**src/hdl/fpp_consts.svh**
```systemverilog
// Purpose: named constants of the flash program and protect controller
// Assumes: included by bare name
// Notes: definitions only
`ifndef FPP_CONSTS_SVH
`define FPP_CONSTS_SVH

// ---------------------------------------------------------------
// register byte offsets
// ---------------------------------------------------------------
`define FPP_OFS_ADDR 8'h00
`define FPP_OFS_DATA 8'h04
`define FPP_OFS_CTRL 8'h08
`define FPP_OFS_STAT 8'h0C
`define FPP_OFS_USEC 8'h10
`define FPP_OFS_RE_HI 4'h2
`define FPP_OFS_PE_HI 4'h3
`define FPP_OFS_USER0 8'h40
`define FPP_OFS_USER1 8'h44
`define FPP_OFS_DBG 8'h48

// ---------------------------------------------------------------
// control and status fields
// ---------------------------------------------------------------
`define FPP_KEY 16'hA442
`define FPP_B_WRITE 0
`define FPP_B_ERASE 1
`define FPP_B_MASS 2
`define FPP_B_COMMIT_BIT 3
`define FPP_ST_FAULT 0
`define FPP_ST_DONE 1
`define FPP_WO_BIT 31
`define FPP_ADDR_MSB 16
`define FPP_BLK_HI 16
`define FPP_BLK_LO 11
`define FPP_IMPL_HI 1

// ---------------------------------------------------------------
// reset and factory values
// ---------------------------------------------------------------
`define FPP_USEC_RST 8'h31
`define FPP_USER_RST 32'hFFFFFFFF
`define FPP_DBG_RST 32'hFFFFFFFE
`define FPP_PROT_RST 128'h0000_0000_0000_0000_FFFF_FFFF_FFFF_FFFF

// ---------------------------------------------------------------
// operation times in microseconds
// ---------------------------------------------------------------
`define FPP_PROG_US 18'd50
`define FPP_COMMIT_BIT_US 18'd50

// ---------------------------------------------------------------
// commit target selectors
// ---------------------------------------------------------------
`define FPP_CA_RE0 32'h00000000
`define FPP_CA_RE1 32'h00000002
`define FPP_CA_RE2 32'h00000004
`define FPP_CA_RE3 32'h00000008
`define FPP_CA_PE0 32'h00000001
`define FPP_CA_PE1 32'h00000003
`define FPP_CA_PE2 32'h00000005
`define FPP_CA_PE3 32'h00000007
`define FPP_CA_U0 32'h80000000
`define FPP_CA_U1 32'h80000001
`define FPP_CA_DBG 32'h75100000

`endif

```
**src/hdl/fpp_pkg.sv**
```systemverilog
// Purpose: types of the flash program and protect controller
// Assumes: nothing
// Notes: constants live in fpp_consts.svh
package fpp_pkg;

   typedef enum logic [2:0] {
      FPP_IDLE = 3'b001,
      FPP_WAIT = 3'b010,
      FPP_FIN = 3'b100
   } fpp_state_t;

   typedef struct packed {
      logic prog;
      logic erase;
      logic mass;
      logic [16:0] addr;
      logic [31:0] clr_mask;
   } fpp_fl_cmd_t;

   typedef struct packed {
      logic valid;
      logic fetch;
      logic [16:0] addr;
   } fpp_rd_req_t;

   typedef struct packed {
      logic valid;
      logic refused;
      logic [31:0] data;
   } fpp_rd_rsp_t;

endpackage

```
**src/hdl/fpp_flash_ctrl.sv**
```systemverilog
// Purpose: flash program, erase, commit and protection controller
// Assumes: AHB-Lite single word transfers, array applies pulses
// Notes: erase and mass times are parameters to shorten simulation
//
// Function
// - erase 1-KB pages to all ones
// - programming only clears bits of one word
// - protection per 2-KB block, two bits
// - execute-only blocks serve fetches only
// - timing from reload, safe reset default
// - program-enable zero blocks change only by recovery
// - read-enable zero refuses data reads
// - program on, read off: modify, no reads
// - block program/erase of protected block, flag
// - refused data read returns zeros, flag
// - protection words 0 and 1 reset to ones, words 2 and 3 to zeros; uncommitted reverts
// - erases leave nonvolatile registers untouched
// - commit by key word, address picks target
// - commits only clear bits
// - user words writable once, bit 31
// - commit address decode table
// - recovery: mass erase then restore factory
// - control write needs key, key reads zero
// - operation bits read busy, zero ignored
//
// The AHB-Lite interface to the registers and the address map were chosen for this implementation.
`timescale 1ns/10ps
`include "fpp_consts.svh"
module fpp_flash_ctrl import fpp_pkg::*; #(
   parameter int ERASE_US = 25000,
   parameter int MASS_US = 250000
) (
   input wire logic hclk,
   input wire logic hresetn,
   input wire logic hsel,
   input wire logic [31:0] haddr,
   input wire logic [1:0] htrans,
   input wire logic hwrite,
   input wire logic [2:0] hsize,
   input wire logic [31:0] hwdata,
   input wire logic hready,
   output logic hreadyout,
   output logic hresp,
   output logic [31:0] hrdata,
   input wire logic por_reload,
   input wire logic recover_req,
   output fpp_fl_cmd_t fl_cmd,
   input wire fpp_rd_req_t rd_req,
   input wire logic [31:0] fl_rdata,
   output fpp_rd_rsp_t rd_rsp,
   output logic busy
);

   // ---------------------------------------------------------------
   // declarations
   // ---------------------------------------------------------------
   logic acc;
   logic wr_pend_r;
   logic rd_pend_r;
   logic [7:0] reg_a_r;
   logic [31:0] addr_r;
   logic [31:0] data_r;
   logic [7:0] usec_r;
   logic [3:0][31:0] live_re_r;
   logic [3:0][31:0] live_pe_r;
   logic [3:0][31:0] nv_re_r;
   logic [3:0][31:0] nv_pe_r;
   logic [1:0][31:0] live_u_r;
   logic [1:0][31:0] nv_u_r;
   logic [31:0] nv_dbg_r;
   logic [1:0] stat_r;
   logic [31:0] rd_mux;
   logic [31:0] hrdata_r;
   logic hreadyout_r;
   logic hresp_r;
   fpp_state_t st_r;
   logic [3:0] op_r;
   logic recov_r;
   logic busy_r;
   logic [7:0] pre_r;
   logic [17:0] us_cnt_r;
   logic [17:0] dur;
   fpp_fl_cmd_t fl_cmd_r;
   logic tick;
   logic ctrl_wr;
   logic key_ok;
   logic idle;
   logic [3:0] op_req;
   logic pe_hit;
   logic all_pe;
   logic perm;
   logic start;
   logic refuse;
   logic rec_go;
   logic fin;
   logic [127:0] pe_flat;
   logic [127:0] re_flat;
   logic [351:0] nv_flat;

   // ---------------------------------------------------------------
   // bus slave
   // ---------------------------------------------------------------
   assign acc = hsel && htrans[1] && hready;

   // reads take one wait state so a read right after a write sees it
   always_ff @(posedge hclk or negedge hresetn) begin
      if (!hresetn) begin
         wr_pend_r <= 1'b0;
         rd_pend_r <= 1'b0;
         reg_a_r <= 8'h00;
         hreadyout_r <= 1'b1;
         hresp_r <= 1'b0;
      end else begin
         wr_pend_r <= acc && hwrite;
         rd_pend_r <= acc && !hwrite;
         hreadyout_r <= !(acc && !hwrite);
         hresp_r <= 1'b0;
         if (acc) begin
            reg_a_r <= haddr[7:0];
         end
      end
   end

   always_comb begin
      rd_mux = 32'h0;
      if (reg_a_r[7:4] == `FPP_OFS_RE_HI) begin
         rd_mux = live_re_r[reg_a_r[3:2]];
      end else if (reg_a_r[7:4] == `FPP_OFS_PE_HI) begin
         rd_mux = live_pe_r[reg_a_r[3:2]];
      end else begin
         case (reg_a_r)
            `FPP_OFS_ADDR: rd_mux = {15'h0, addr_r[`FPP_ADDR_MSB:0]};
            `FPP_OFS_DATA: rd_mux = data_r;
            `FPP_OFS_CTRL: rd_mux = {28'h0, op_r};
            `FPP_OFS_STAT: rd_mux = {30'h0, stat_r};
            `FPP_OFS_USEC: rd_mux = {24'h0, usec_r};
            `FPP_OFS_USER0: rd_mux = live_u_r[0];
            `FPP_OFS_USER1: rd_mux = live_u_r[1];
            `FPP_OFS_DBG: rd_mux = nv_dbg_r;
            default: rd_mux = 32'h0;
         endcase
      end
   end

   always_ff @(posedge hclk or negedge hresetn) begin
      if (!hresetn) begin
         hrdata_r <= 32'h0;
      end else if (rd_pend_r) begin
         hrdata_r <= rd_mux;
      end
   end

   // ---------------------------------------------------------------
   // command decode
   // ---------------------------------------------------------------
   assign ctrl_wr = wr_pend_r && (reg_a_r == `FPP_OFS_CTRL);
   assign key_ok = hwdata[31:16] == `FPP_KEY;
   assign idle = st_r == FPP_IDLE;
   assign pe_flat = live_pe_r;
   assign re_flat = live_re_r;
   assign pe_hit = pe_flat[{1'b0, addr_r[`FPP_BLK_HI:`FPP_BLK_LO]}];
   assign all_pe = &live_pe_r[`FPP_IMPL_HI:0];

   // several bits at once: the lowest one wins, writes of zero do nothing
   always_comb begin
      op_req = 4'h0;
      if (ctrl_wr && key_ok && idle) begin
         if (hwdata[`FPP_B_WRITE]) begin
            op_req[`FPP_B_WRITE] = 1'b1;
         end else if (hwdata[`FPP_B_ERASE]) begin
            op_req[`FPP_B_ERASE] = 1'b1;
         end else if (hwdata[`FPP_B_MASS]) begin
            op_req[`FPP_B_MASS] = 1'b1;
         end else if (hwdata[`FPP_B_COMMIT_BIT]) begin
            op_req[`FPP_B_COMMIT_BIT] = 1'b1;
         end
      end
   end

   always_comb begin
      perm = 1'b1;
      if (op_req[`FPP_B_WRITE] || op_req[`FPP_B_ERASE]) begin
         perm = pe_hit;
      end else if (op_req[`FPP_B_MASS]) begin
         perm = all_pe;
      end
   end

   assign start = |op_req && perm;
   assign refuse = |op_req && !perm;
   // recovery must be held until busy rises
   assign rec_go = recover_req && idle && !(|op_req);
   assign tick = pre_r == 8'h00;
   assign fin = st_r == FPP_FIN;

   // ---------------------------------------------------------------
   // sequencer
   // ---------------------------------------------------------------
   always_ff @(posedge hclk or negedge hresetn) begin
      if (!hresetn) begin
         st_r <= FPP_IDLE;
      end else begin
         unique case (st_r)
            FPP_IDLE: begin
               if (start || rec_go) begin
                  st_r <= FPP_WAIT;
               end
            end
            FPP_WAIT: begin
               if (tick && us_cnt_r == 18'd0) begin
                  st_r <= FPP_FIN;
               end
            end
            FPP_FIN: st_r <= FPP_IDLE;
         endcase
      end
   end

   always_ff @(posedge hclk or negedge hresetn) begin
      if (!hresetn) begin
         op_r <= 4'h0;
         recov_r <= 1'b0;
         busy_r <= 1'b0;
      end else if (start || rec_go) begin
         op_r <= start ? op_req : 4'b0100;
         recov_r <= rec_go;
         busy_r <= 1'b1;
      end else if (fin) begin
         op_r <= 4'h0;
         recov_r <= 1'b0;
         busy_r <= 1'b0;
      end
   end

   // the prescaler restarts at each start so no operation runs short
   always_ff @(posedge hclk or negedge hresetn) begin
      if (!hresetn) begin
         pre_r <= `FPP_USEC_RST;
      end else if (start || rec_go || tick) begin
         pre_r <= usec_r;
      end else begin
         pre_r <= pre_r - 8'h01;
      end
   end

   always_comb begin
      dur = `FPP_PROG_US;
      if (rec_go || op_req[`FPP_B_MASS]) begin
         dur = 18'(MASS_US);
      end else if (op_req[`FPP_B_ERASE]) begin
         dur = 18'(ERASE_US);
      end else if (op_req[`FPP_B_COMMIT_BIT]) begin
         dur = `FPP_COMMIT_BIT_US;
      end
   end

   always_ff @(posedge hclk or negedge hresetn) begin
      if (!hresetn) begin
         us_cnt_r <= 18'd0;
      end else if (start || rec_go) begin
         us_cnt_r <= dur;
      end else if (tick && us_cnt_r != 18'd0) begin
         us_cnt_r <= us_cnt_r - 18'd1;
      end
   end

   // one-cycle strobes to the array at the start of an operation
   always_ff @(posedge hclk or negedge hresetn) begin
      if (!hresetn) begin
         fl_cmd_r <= '0;
      end else begin
         fl_cmd_r.prog <= start && op_req[`FPP_B_WRITE];
         fl_cmd_r.erase <= start && op_req[`FPP_B_ERASE];
         fl_cmd_r.mass <= (start && op_req[`FPP_B_MASS]) || rec_go;
         fl_cmd_r.addr <= addr_r[`FPP_ADDR_MSB:0];
         fl_cmd_r.clr_mask <= ~data_r;
      end
   end

   // ---------------------------------------------------------------
   // software registers
   // ---------------------------------------------------------------
   always_ff @(posedge hclk or negedge hresetn) begin
      if (!hresetn) begin
         addr_r <= 32'h0;
         data_r <= 32'h0;
         usec_r <= `FPP_USEC_RST;
      end else if (wr_pend_r) begin
         if (reg_a_r == `FPP_OFS_ADDR) begin
            addr_r <= hwdata;
         end
         if (reg_a_r == `FPP_OFS_DATA) begin
            data_r <= hwdata;
         end
         if (reg_a_r == `FPP_OFS_USEC) begin
            usec_r <= hwdata[7:0];
         end
      end
   end

   // live copies only clear; a power-on reload brings back stored values
   always_ff @(posedge hclk or negedge hresetn) begin
      if (!hresetn) begin
         live_re_r <= `FPP_PROT_RST;
         live_pe_r <= `FPP_PROT_RST;
         live_u_r <= {`FPP_USER_RST, `FPP_USER_RST};
      end else if (por_reload) begin
         live_re_r <= nv_re_r;
         live_pe_r <= nv_pe_r;
         live_u_r <= nv_u_r;
      end else if (wr_pend_r) begin
         if (reg_a_r[7:4] == `FPP_OFS_RE_HI) begin
            live_re_r[reg_a_r[3:2]] <= live_re_r[reg_a_r[3:2]] & hwdata;
         end
         if (reg_a_r[7:4] == `FPP_OFS_PE_HI) begin
            live_pe_r[reg_a_r[3:2]] <= live_pe_r[reg_a_r[3:2]] & hwdata;
         end
         if (reg_a_r == `FPP_OFS_USER0) begin
            live_u_r[0] <= live_u_r[0] & hwdata;
         end
         if (reg_a_r == `FPP_OFS_USER1) begin
            live_u_r[1] <= live_u_r[1] & hwdata;
         end
      end
   end

   // set wins over a same-cycle write-one-to-clear
   always_ff @(posedge hclk or negedge hresetn) begin
      if (!hresetn) begin
         stat_r <= 2'b00;
      end else begin
         stat_r[`FPP_ST_FAULT] <= (stat_r[`FPP_ST_FAULT] &&
            !(wr_pend_r && reg_a_r == `FPP_OFS_STAT && hwdata[`FPP_ST_FAULT])) ||
            refuse || rd_rsp.refused;
         stat_r[`FPP_ST_DONE] <= (stat_r[`FPP_ST_DONE] &&
            !(wr_pend_r && reg_a_r == `FPP_OFS_STAT && hwdata[`FPP_ST_DONE])) || fin;
      end
   end

   // ---------------------------------------------------------------
   // nonvolatile store, untouched by page and mass erase
   // ---------------------------------------------------------------
   always_ff @(posedge hclk or negedge hresetn) begin
      if (!hresetn) begin
         nv_re_r <= `FPP_PROT_RST;
         nv_pe_r <= `FPP_PROT_RST;
         nv_u_r <= {`FPP_USER_RST, `FPP_USER_RST};
         nv_dbg_r <= `FPP_DBG_RST;
      end else if (fin && recov_r) begin
         nv_re_r <= `FPP_PROT_RST;
         nv_pe_r <= `FPP_PROT_RST;
         nv_u_r <= {`FPP_USER_RST, `FPP_USER_RST};
         nv_dbg_r <= `FPP_DBG_RST;
      end else if (fin && op_r[`FPP_B_COMMIT_BIT]) begin
         case (addr_r)
            `FPP_CA_RE0: nv_re_r[0] <= nv_re_r[0] & live_re_r[0];
            `FPP_CA_RE1: nv_re_r[1] <= nv_re_r[1] & live_re_r[1];
            `FPP_CA_RE2: nv_re_r[2] <= nv_re_r[2] & live_re_r[2];
            `FPP_CA_RE3: nv_re_r[3] <= nv_re_r[3] & live_re_r[3];
            `FPP_CA_PE0: nv_pe_r[0] <= nv_pe_r[0] & live_pe_r[0];
            `FPP_CA_PE1: nv_pe_r[1] <= nv_pe_r[1] & live_pe_r[1];
            `FPP_CA_PE2: nv_pe_r[2] <= nv_pe_r[2] & live_pe_r[2];
            `FPP_CA_PE3: nv_pe_r[3] <= nv_pe_r[3] & live_pe_r[3];
            `FPP_CA_U0: begin
               if (nv_u_r[0][`FPP_WO_BIT]) begin
                  nv_u_r[0] <= nv_u_r[0] & live_u_r[0] & ~(32'h1 << `FPP_WO_BIT);
               end
            end
            `FPP_CA_U1: begin
               if (nv_u_r[1][`FPP_WO_BIT]) begin
                  nv_u_r[1] <= nv_u_r[1] & live_u_r[1] & ~(32'h1 << `FPP_WO_BIT);
               end
            end
            `FPP_CA_DBG: begin
               if (nv_dbg_r[`FPP_WO_BIT]) begin
                  nv_dbg_r <= nv_dbg_r & data_r & ~(32'h1 << `FPP_WO_BIT);
               end
            end
            default: begin
            end
         endcase
      end
   end

   assign nv_flat = {nv_re_r, nv_pe_r, nv_u_r, nv_dbg_r};

   // ---------------------------------------------------------------
   // read path and outputs
   // ---------------------------------------------------------------
   fpp_read_gate u_gate (
      .hclk(hclk),
      .hresetn(hresetn),
      .rd_req(rd_req),
      .read_en(re_flat),
      .fl_rdata(fl_rdata),
      .rd_rsp(rd_rsp)
   );

   assign hreadyout = hreadyout_r;
   assign hresp = hresp_r;
   assign hrdata = hrdata_r;
   assign fl_cmd = fl_cmd_r;
   assign busy = busy_r;
endmodule // fpp_flash_ctrl

```
**src/hdl/fpp_read_gate.sv**
```systemverilog
// Purpose: read-protection gate on the flash read path
// Assumes: array read data valid in the cycle of the request
// Notes: answer one cycle after the request
`timescale 1ns/10ps
`include "fpp_consts.svh"
module fpp_read_gate import fpp_pkg::*; (
   input wire logic hclk,
   input wire logic hresetn,
   input wire fpp_rd_req_t rd_req,
   input wire logic [127:0] read_en,
   input wire logic [31:0] fl_rdata,
   output fpp_rd_rsp_t rd_rsp
);

   logic deny;

   // data reads of a read-disabled block are refused, fetches pass
   assign deny = rd_req.valid && !rd_req.fetch &&
                 !read_en[{1'b0, rd_req.addr[`FPP_BLK_HI:`FPP_BLK_LO]}];

   always_ff @(posedge hclk or negedge hresetn) begin
      if (!hresetn) begin
         rd_rsp <= '0;
      end else begin
         rd_rsp.valid <= rd_req.valid;
         rd_rsp.refused <= deny;
         rd_rsp.data <= deny ? 32'h0 : fl_rdata;
      end
   end
endmodule // fpp_read_gate

```
**config.mk**
```make
export PLATFORM = sky130hd
export DESIGN_NAME = fpp_flash_ctrl
export DESIGN_NICKNAME = d
export VERILOG_FILES = /design/src/hdl/fpp_pkg.sv /design/src/hdl/fpp_flash_ctrl.sv /design/src/hdl/fpp_read_gate.sv
export VERILOG_INCLUDE_DIRS = /design/src /design/src/hdl
export SDC_FILE = /design/constraint.sdc
export NUM_CORES = 2
export LEC_CHECK = 0
export ABC_AREA = 1
export BUFFER_PORTS_ARGS = -buffer_cell sky130_fd_sc_hd__buf_2
export CORE_AREA = 2 2 255 257
export CTS_BUF_LIST = sky130_fd_sc_hd__clkbuf_4
export DETAILED_ROUTE_END_ITERATION = 10
export DIE_AREA = 0 0 257 259
export PLACE_DENSITY = 0.82
export SYNTH_ARGS = -nofsm -noshare
export SYNTH_HDL_FRONTEND = slang
export SYNTH_SLANG_ARGS = --single-unit
```
**constraint.sdc**
```tcl
create_clock -name hclk -period 3.4 [get_ports hclk]
set_clock_uncertainty 0.05 [all_clocks]
set_input_delay 0.85 -clock hclk [delete_from_list [all_inputs] [get_ports hclk]]
set_output_delay 0.85 -clock hclk [all_outputs]
set_load 0.01 [all_outputs]
```
==> insert_results.sql <==
INSERT INTO impl_metrics (metric_group, metric, value, unit) VALUES
('route', 'route.layer.met1.wl', '49.9', 'mm'),
('route', 'highest-signal-layer', 'met5', ''),
('yosys', 'synth.top_cells.by_area', 'dfrtp_1 30%, dfstp_2 27%, nand2_1 12%, o21ai_0 6.1%, a21oi_1 3.8%', ''),
('route', 'initialDrtViolationCount', '4896', ''),
('route', 'vias', '38678', ''),
('setup_path', 'setup.worst_path.start_class', 'flip-flop', ''),
('run_status', 'status', 'complete, no violations', ''),
('finish', 'layout.nets', '5269', ''),
('global_route', 'pin_count_of_the_biggest_net_entering_global_routing', '177', ''),
('route', 'final_antenna_net_count', '0', ''),
('pwr', 'power.static_leakage', '22.3', 'nW'),
('placed_design', 'dp_hpwl', '88.8', 'mm'),
('yosys', 'post_synth_xor_area_fraction', '0.00340', ''),
('sta', 'relSlewSlack', '0.166', ''),
('yosys', 'synth_area_leader_cell', 'dfrtp_1', ''),
('placed_design', 'number_of_placed_cells_counting_well_taps', '5719', ''),
('finish', 'finalNonFillerCells', '6199', ''),
('floorplan', 'die_area', '66600', 'sq um'),
('clock_tree', 'cts.path.max_buffers', '3', ''),
('yosys', 'syn-cell-area', '41300', 'sq um'),
('floorplan', 'floorplan.rows', '93', ''),
('yosys', 'synth-compound-area-share', '0.184', ''),
('floorplan', 'pin_count', '248', ''),
('sta', 'worst_pin_slew', '1.25', 'ns'),
('clock_tree', 'clock_sink_count', '910', ''),
('yosys', 'synthDominantCellAreaShare', '0.295', ''),
('sta', 'fin_tns_setup', '0', 'ns'),
('finish', 'num-fill-cells', '4517', ''),
('placed_design', 'io_buffers', '207', ''),
('sta', 'finalHoldViolations', '0', ''),
('yosys', 'cell_with_the_most_instances_after_synthesis', 'nand2_1', ''),
('floorplan', 'die-height', '259', 'microns'),
('yosys', 'synth-main-ff-cell', 'dfrtp_1', ''),
('sta', 'grt_setup_unrepaired', 'false', ''),
('global_route', 'grt-ovfl-total', '0', ''),
('placed_design', 'post-place-ws', '0.282', 'ns'),
('yosys', 'main_combinational_cell_family_by_area_after_synthesis', 'compound AO/OA/AOI/OAI gates', ''),
('global_route', 'number_of_antenna_violations_at_the_first_check_in_global_routing', '9', ''),
('finish', 'multi_input_comb_area', '15300', 'sq um'),
('yosys', 'ys_warn_count', '0', ''),
('setup_path', 'worstSetupPathType', 'reg -> reg', ''),
('yosys', 'synthMuxAreaShare', '0.000819', ''),
('clock_tree', 'cts_made_buffers', '225', ''),
('yosys', 'synth_seq_area_share', '0.565', ''),
('setup_path', 'worst-endpoint-required', '4.31', 'ns'),
('yosys', 'synth.cells.most_frequent', '1280 x nand2_1, 502 x o21ai_0, 487 x dfrtp_1, 423 x dfstp_2, 415 x inv_1', ''),
('yosys', 'postSynth.asyncResetShare', '1.00', ''),
('sta', 'timing.final.ws_setup', '0.0348', 'ns'),
('global_route', 'wire_length_of_the_first_global_routing_pass', '212', 'mm'),
('clock_tree', 'clkTransAtPathRegs', '0.07', 'ns'),
('yosys', 'yosys.cell_types.count', '51', ''),
('yosys', 'yosys.area_share.adder', '0.000606', ''),
('floorplan', 'die_x', '257', 'microns'),
('pwr', 'largest_vdd_supply_drop', '0.000462', 'V'),
('route', 'wirelength', '139', 'mm'),
('setup_path', 'cp-end-kind', 'flip-flop', ''),
('pwr', 'power.density_cell_area', '544', 'nW/um^2'),
('yosys', 'yosys.area_share.simple', '0.178', ''),
('finish', 'fin_util', '0.741', ''),
('sta', 'timing.final.crit_share', '0.990', ''),
('route', 'wl_met2', '59.6', 'mm'),
('clock_tree', 'cts_resized', '0', ''),
('min_path', 'launch_point_of_the_worst_hold_path', 'haddr[4]', ''),
('clock_tree', 'clock_latency_of_the_later_clocked_register_in_the_worst_skew_pair', '1.11', 'ns'),
('route', 'route.detailed.wl_per_inst', '22.4', 'microns'),
('route', 'viasPerCell', '6.24', ''),
('sta', 'final-max-slew-violation-count', '0', ''),
('sta', 'fmax', '297', 'MHz'),
('setup_path', 'crit_path_max_fanout', '64', ''),
('clock_tree', 'cts_tree', 'done', ''),
('clock_tree', 'master_cell_of_the_clock_root_buffer', 'clkbuf_4', '');
-- per-stage QoR --
step           area [sq um]  total power (W)
2_1_floorplan         41300           0.0142
3_3_place_gp          43800           0.0159
3_5_place_dp          43800           0.0160
4_1_cts               47300           0.0256
5_1_grt               47300           0.0267
6_report              47300           0.0257
-- repair_timing --
action                    4_1_cts  5_1_grt
hold endpoints to repair       72        0
buffers inserted                0        0
hold buffers                   49        0
-- placed cells by master, fill, tap and decap left out, types with 20 or more instances in the layout --
cell type,Yosys,layout
a21oi_1,316,316
buf_2,45,205
nand4_1,34,34
nor2_1,353,347
clkbuf_4,0,371
a221oi_1,37,37
buf_12,0,27
o2111ai_1,34,34
o21ai_0,502,499
dfstp_2,423,423
nand2_1,1280,1271
dfrtp_1,487,487
a31oi_1,143,141
a21boi_0,64,64
clkinv_1,3,43
buf_4,5,115
dlygate4sd3_1,0,49
o22ai_1,65,65
o211ai_1,20,20
o21ai_1,25,21
a22oi_1,48,48
inv_1,415,414
nand3_1,127,127
-- worst max-delay path, cell delays in order (launching register included) --
cell     delay [ns]
dfrtp_1        0.49
nor2_1         0.18
inv_1          0.10
nor2_1         0.04
inv_1          0.08
nor2_1         0.08
o21ai_0        0.77
inv_1          0.20
nand2_2        0.10
buf_4          0.62
a21oi_1        0.17
a22oi_1        0.30
-- power breakdown --
part	switching (W)	internal, W	total, W	leakage [nW]
clock	0.00458	0.00507	0.00965	1.84
sequential	0.000546	0.0117	0.0122	10.3
combinational	0.00271	0.00117	0.00388	10.1
-- path summary, 6_finish.rpt --
check | end | slack [ns] | cells past startpoint
max | live_re_r[60]$_DFFE_PN1P_ | 0.03 | 11
min reg2reg | fl_cmd[40]$_DFF_PN0_ | 0.36 | 0
min | reg_a_r[4]$_DFFE_PN0P_ | 0.07 | 3
min in group asynchronous | addr_r[2]$_DFFE_PN0P_ | 0.37 | 2
max in group asynchronous | live_u_r[23]$_DFFE_PN1P_ | 1.97 | 3
max reg2reg | live_re_r[60]$_DFFE_PN1P_ | 0.03 | 11
-- state kept, by name (all words and copies together), names as in the netlist, 4 cells and up --
register	cells
nv_flat	320
live_pe_r	128
live_re_r	128
live_u_r	64
fl_cmd	52
u_gate.rd_rsp	34
addr_r	32
data_r	32
hrdata	32
nv_dbg_r	32
us_cnt_r	18
pre_r	8
reg_a_r	8
usec_r	8
op_r	4
-- logic make-up (layout without fill, tap and decap cells) --
logic type      after synthesis  in the layout
fa+ha+maj                     2              2
mux                           3              3
other cells                   1              8
buf+inv                     724           1250
xor+xnor                     16             16
compound gates             1308           1308
simple gates               1847           1847
flops                       910            910
-- area by class of cell --
type / count / area share
clock inverters: 53 / 0.00595
clock buffers: 371 / 0.0589
multi-input cells: 3177 / 0.323
flip-flops and latches: 910 / 0.492
repair buffers: 398 / 0.0623
inverters: 428 / 0.0341
diodes: 7 / 0.000370
well taps: 855 / 0.0226
-- routing by layer --
metal  vias up  global-route usage
met1     18344               0.523
li1      16813                   -
met5         -                   0
met3       638               0.162
met4         8               0.264
met2      2875               0.600
(Power assumes the default switching activity.)
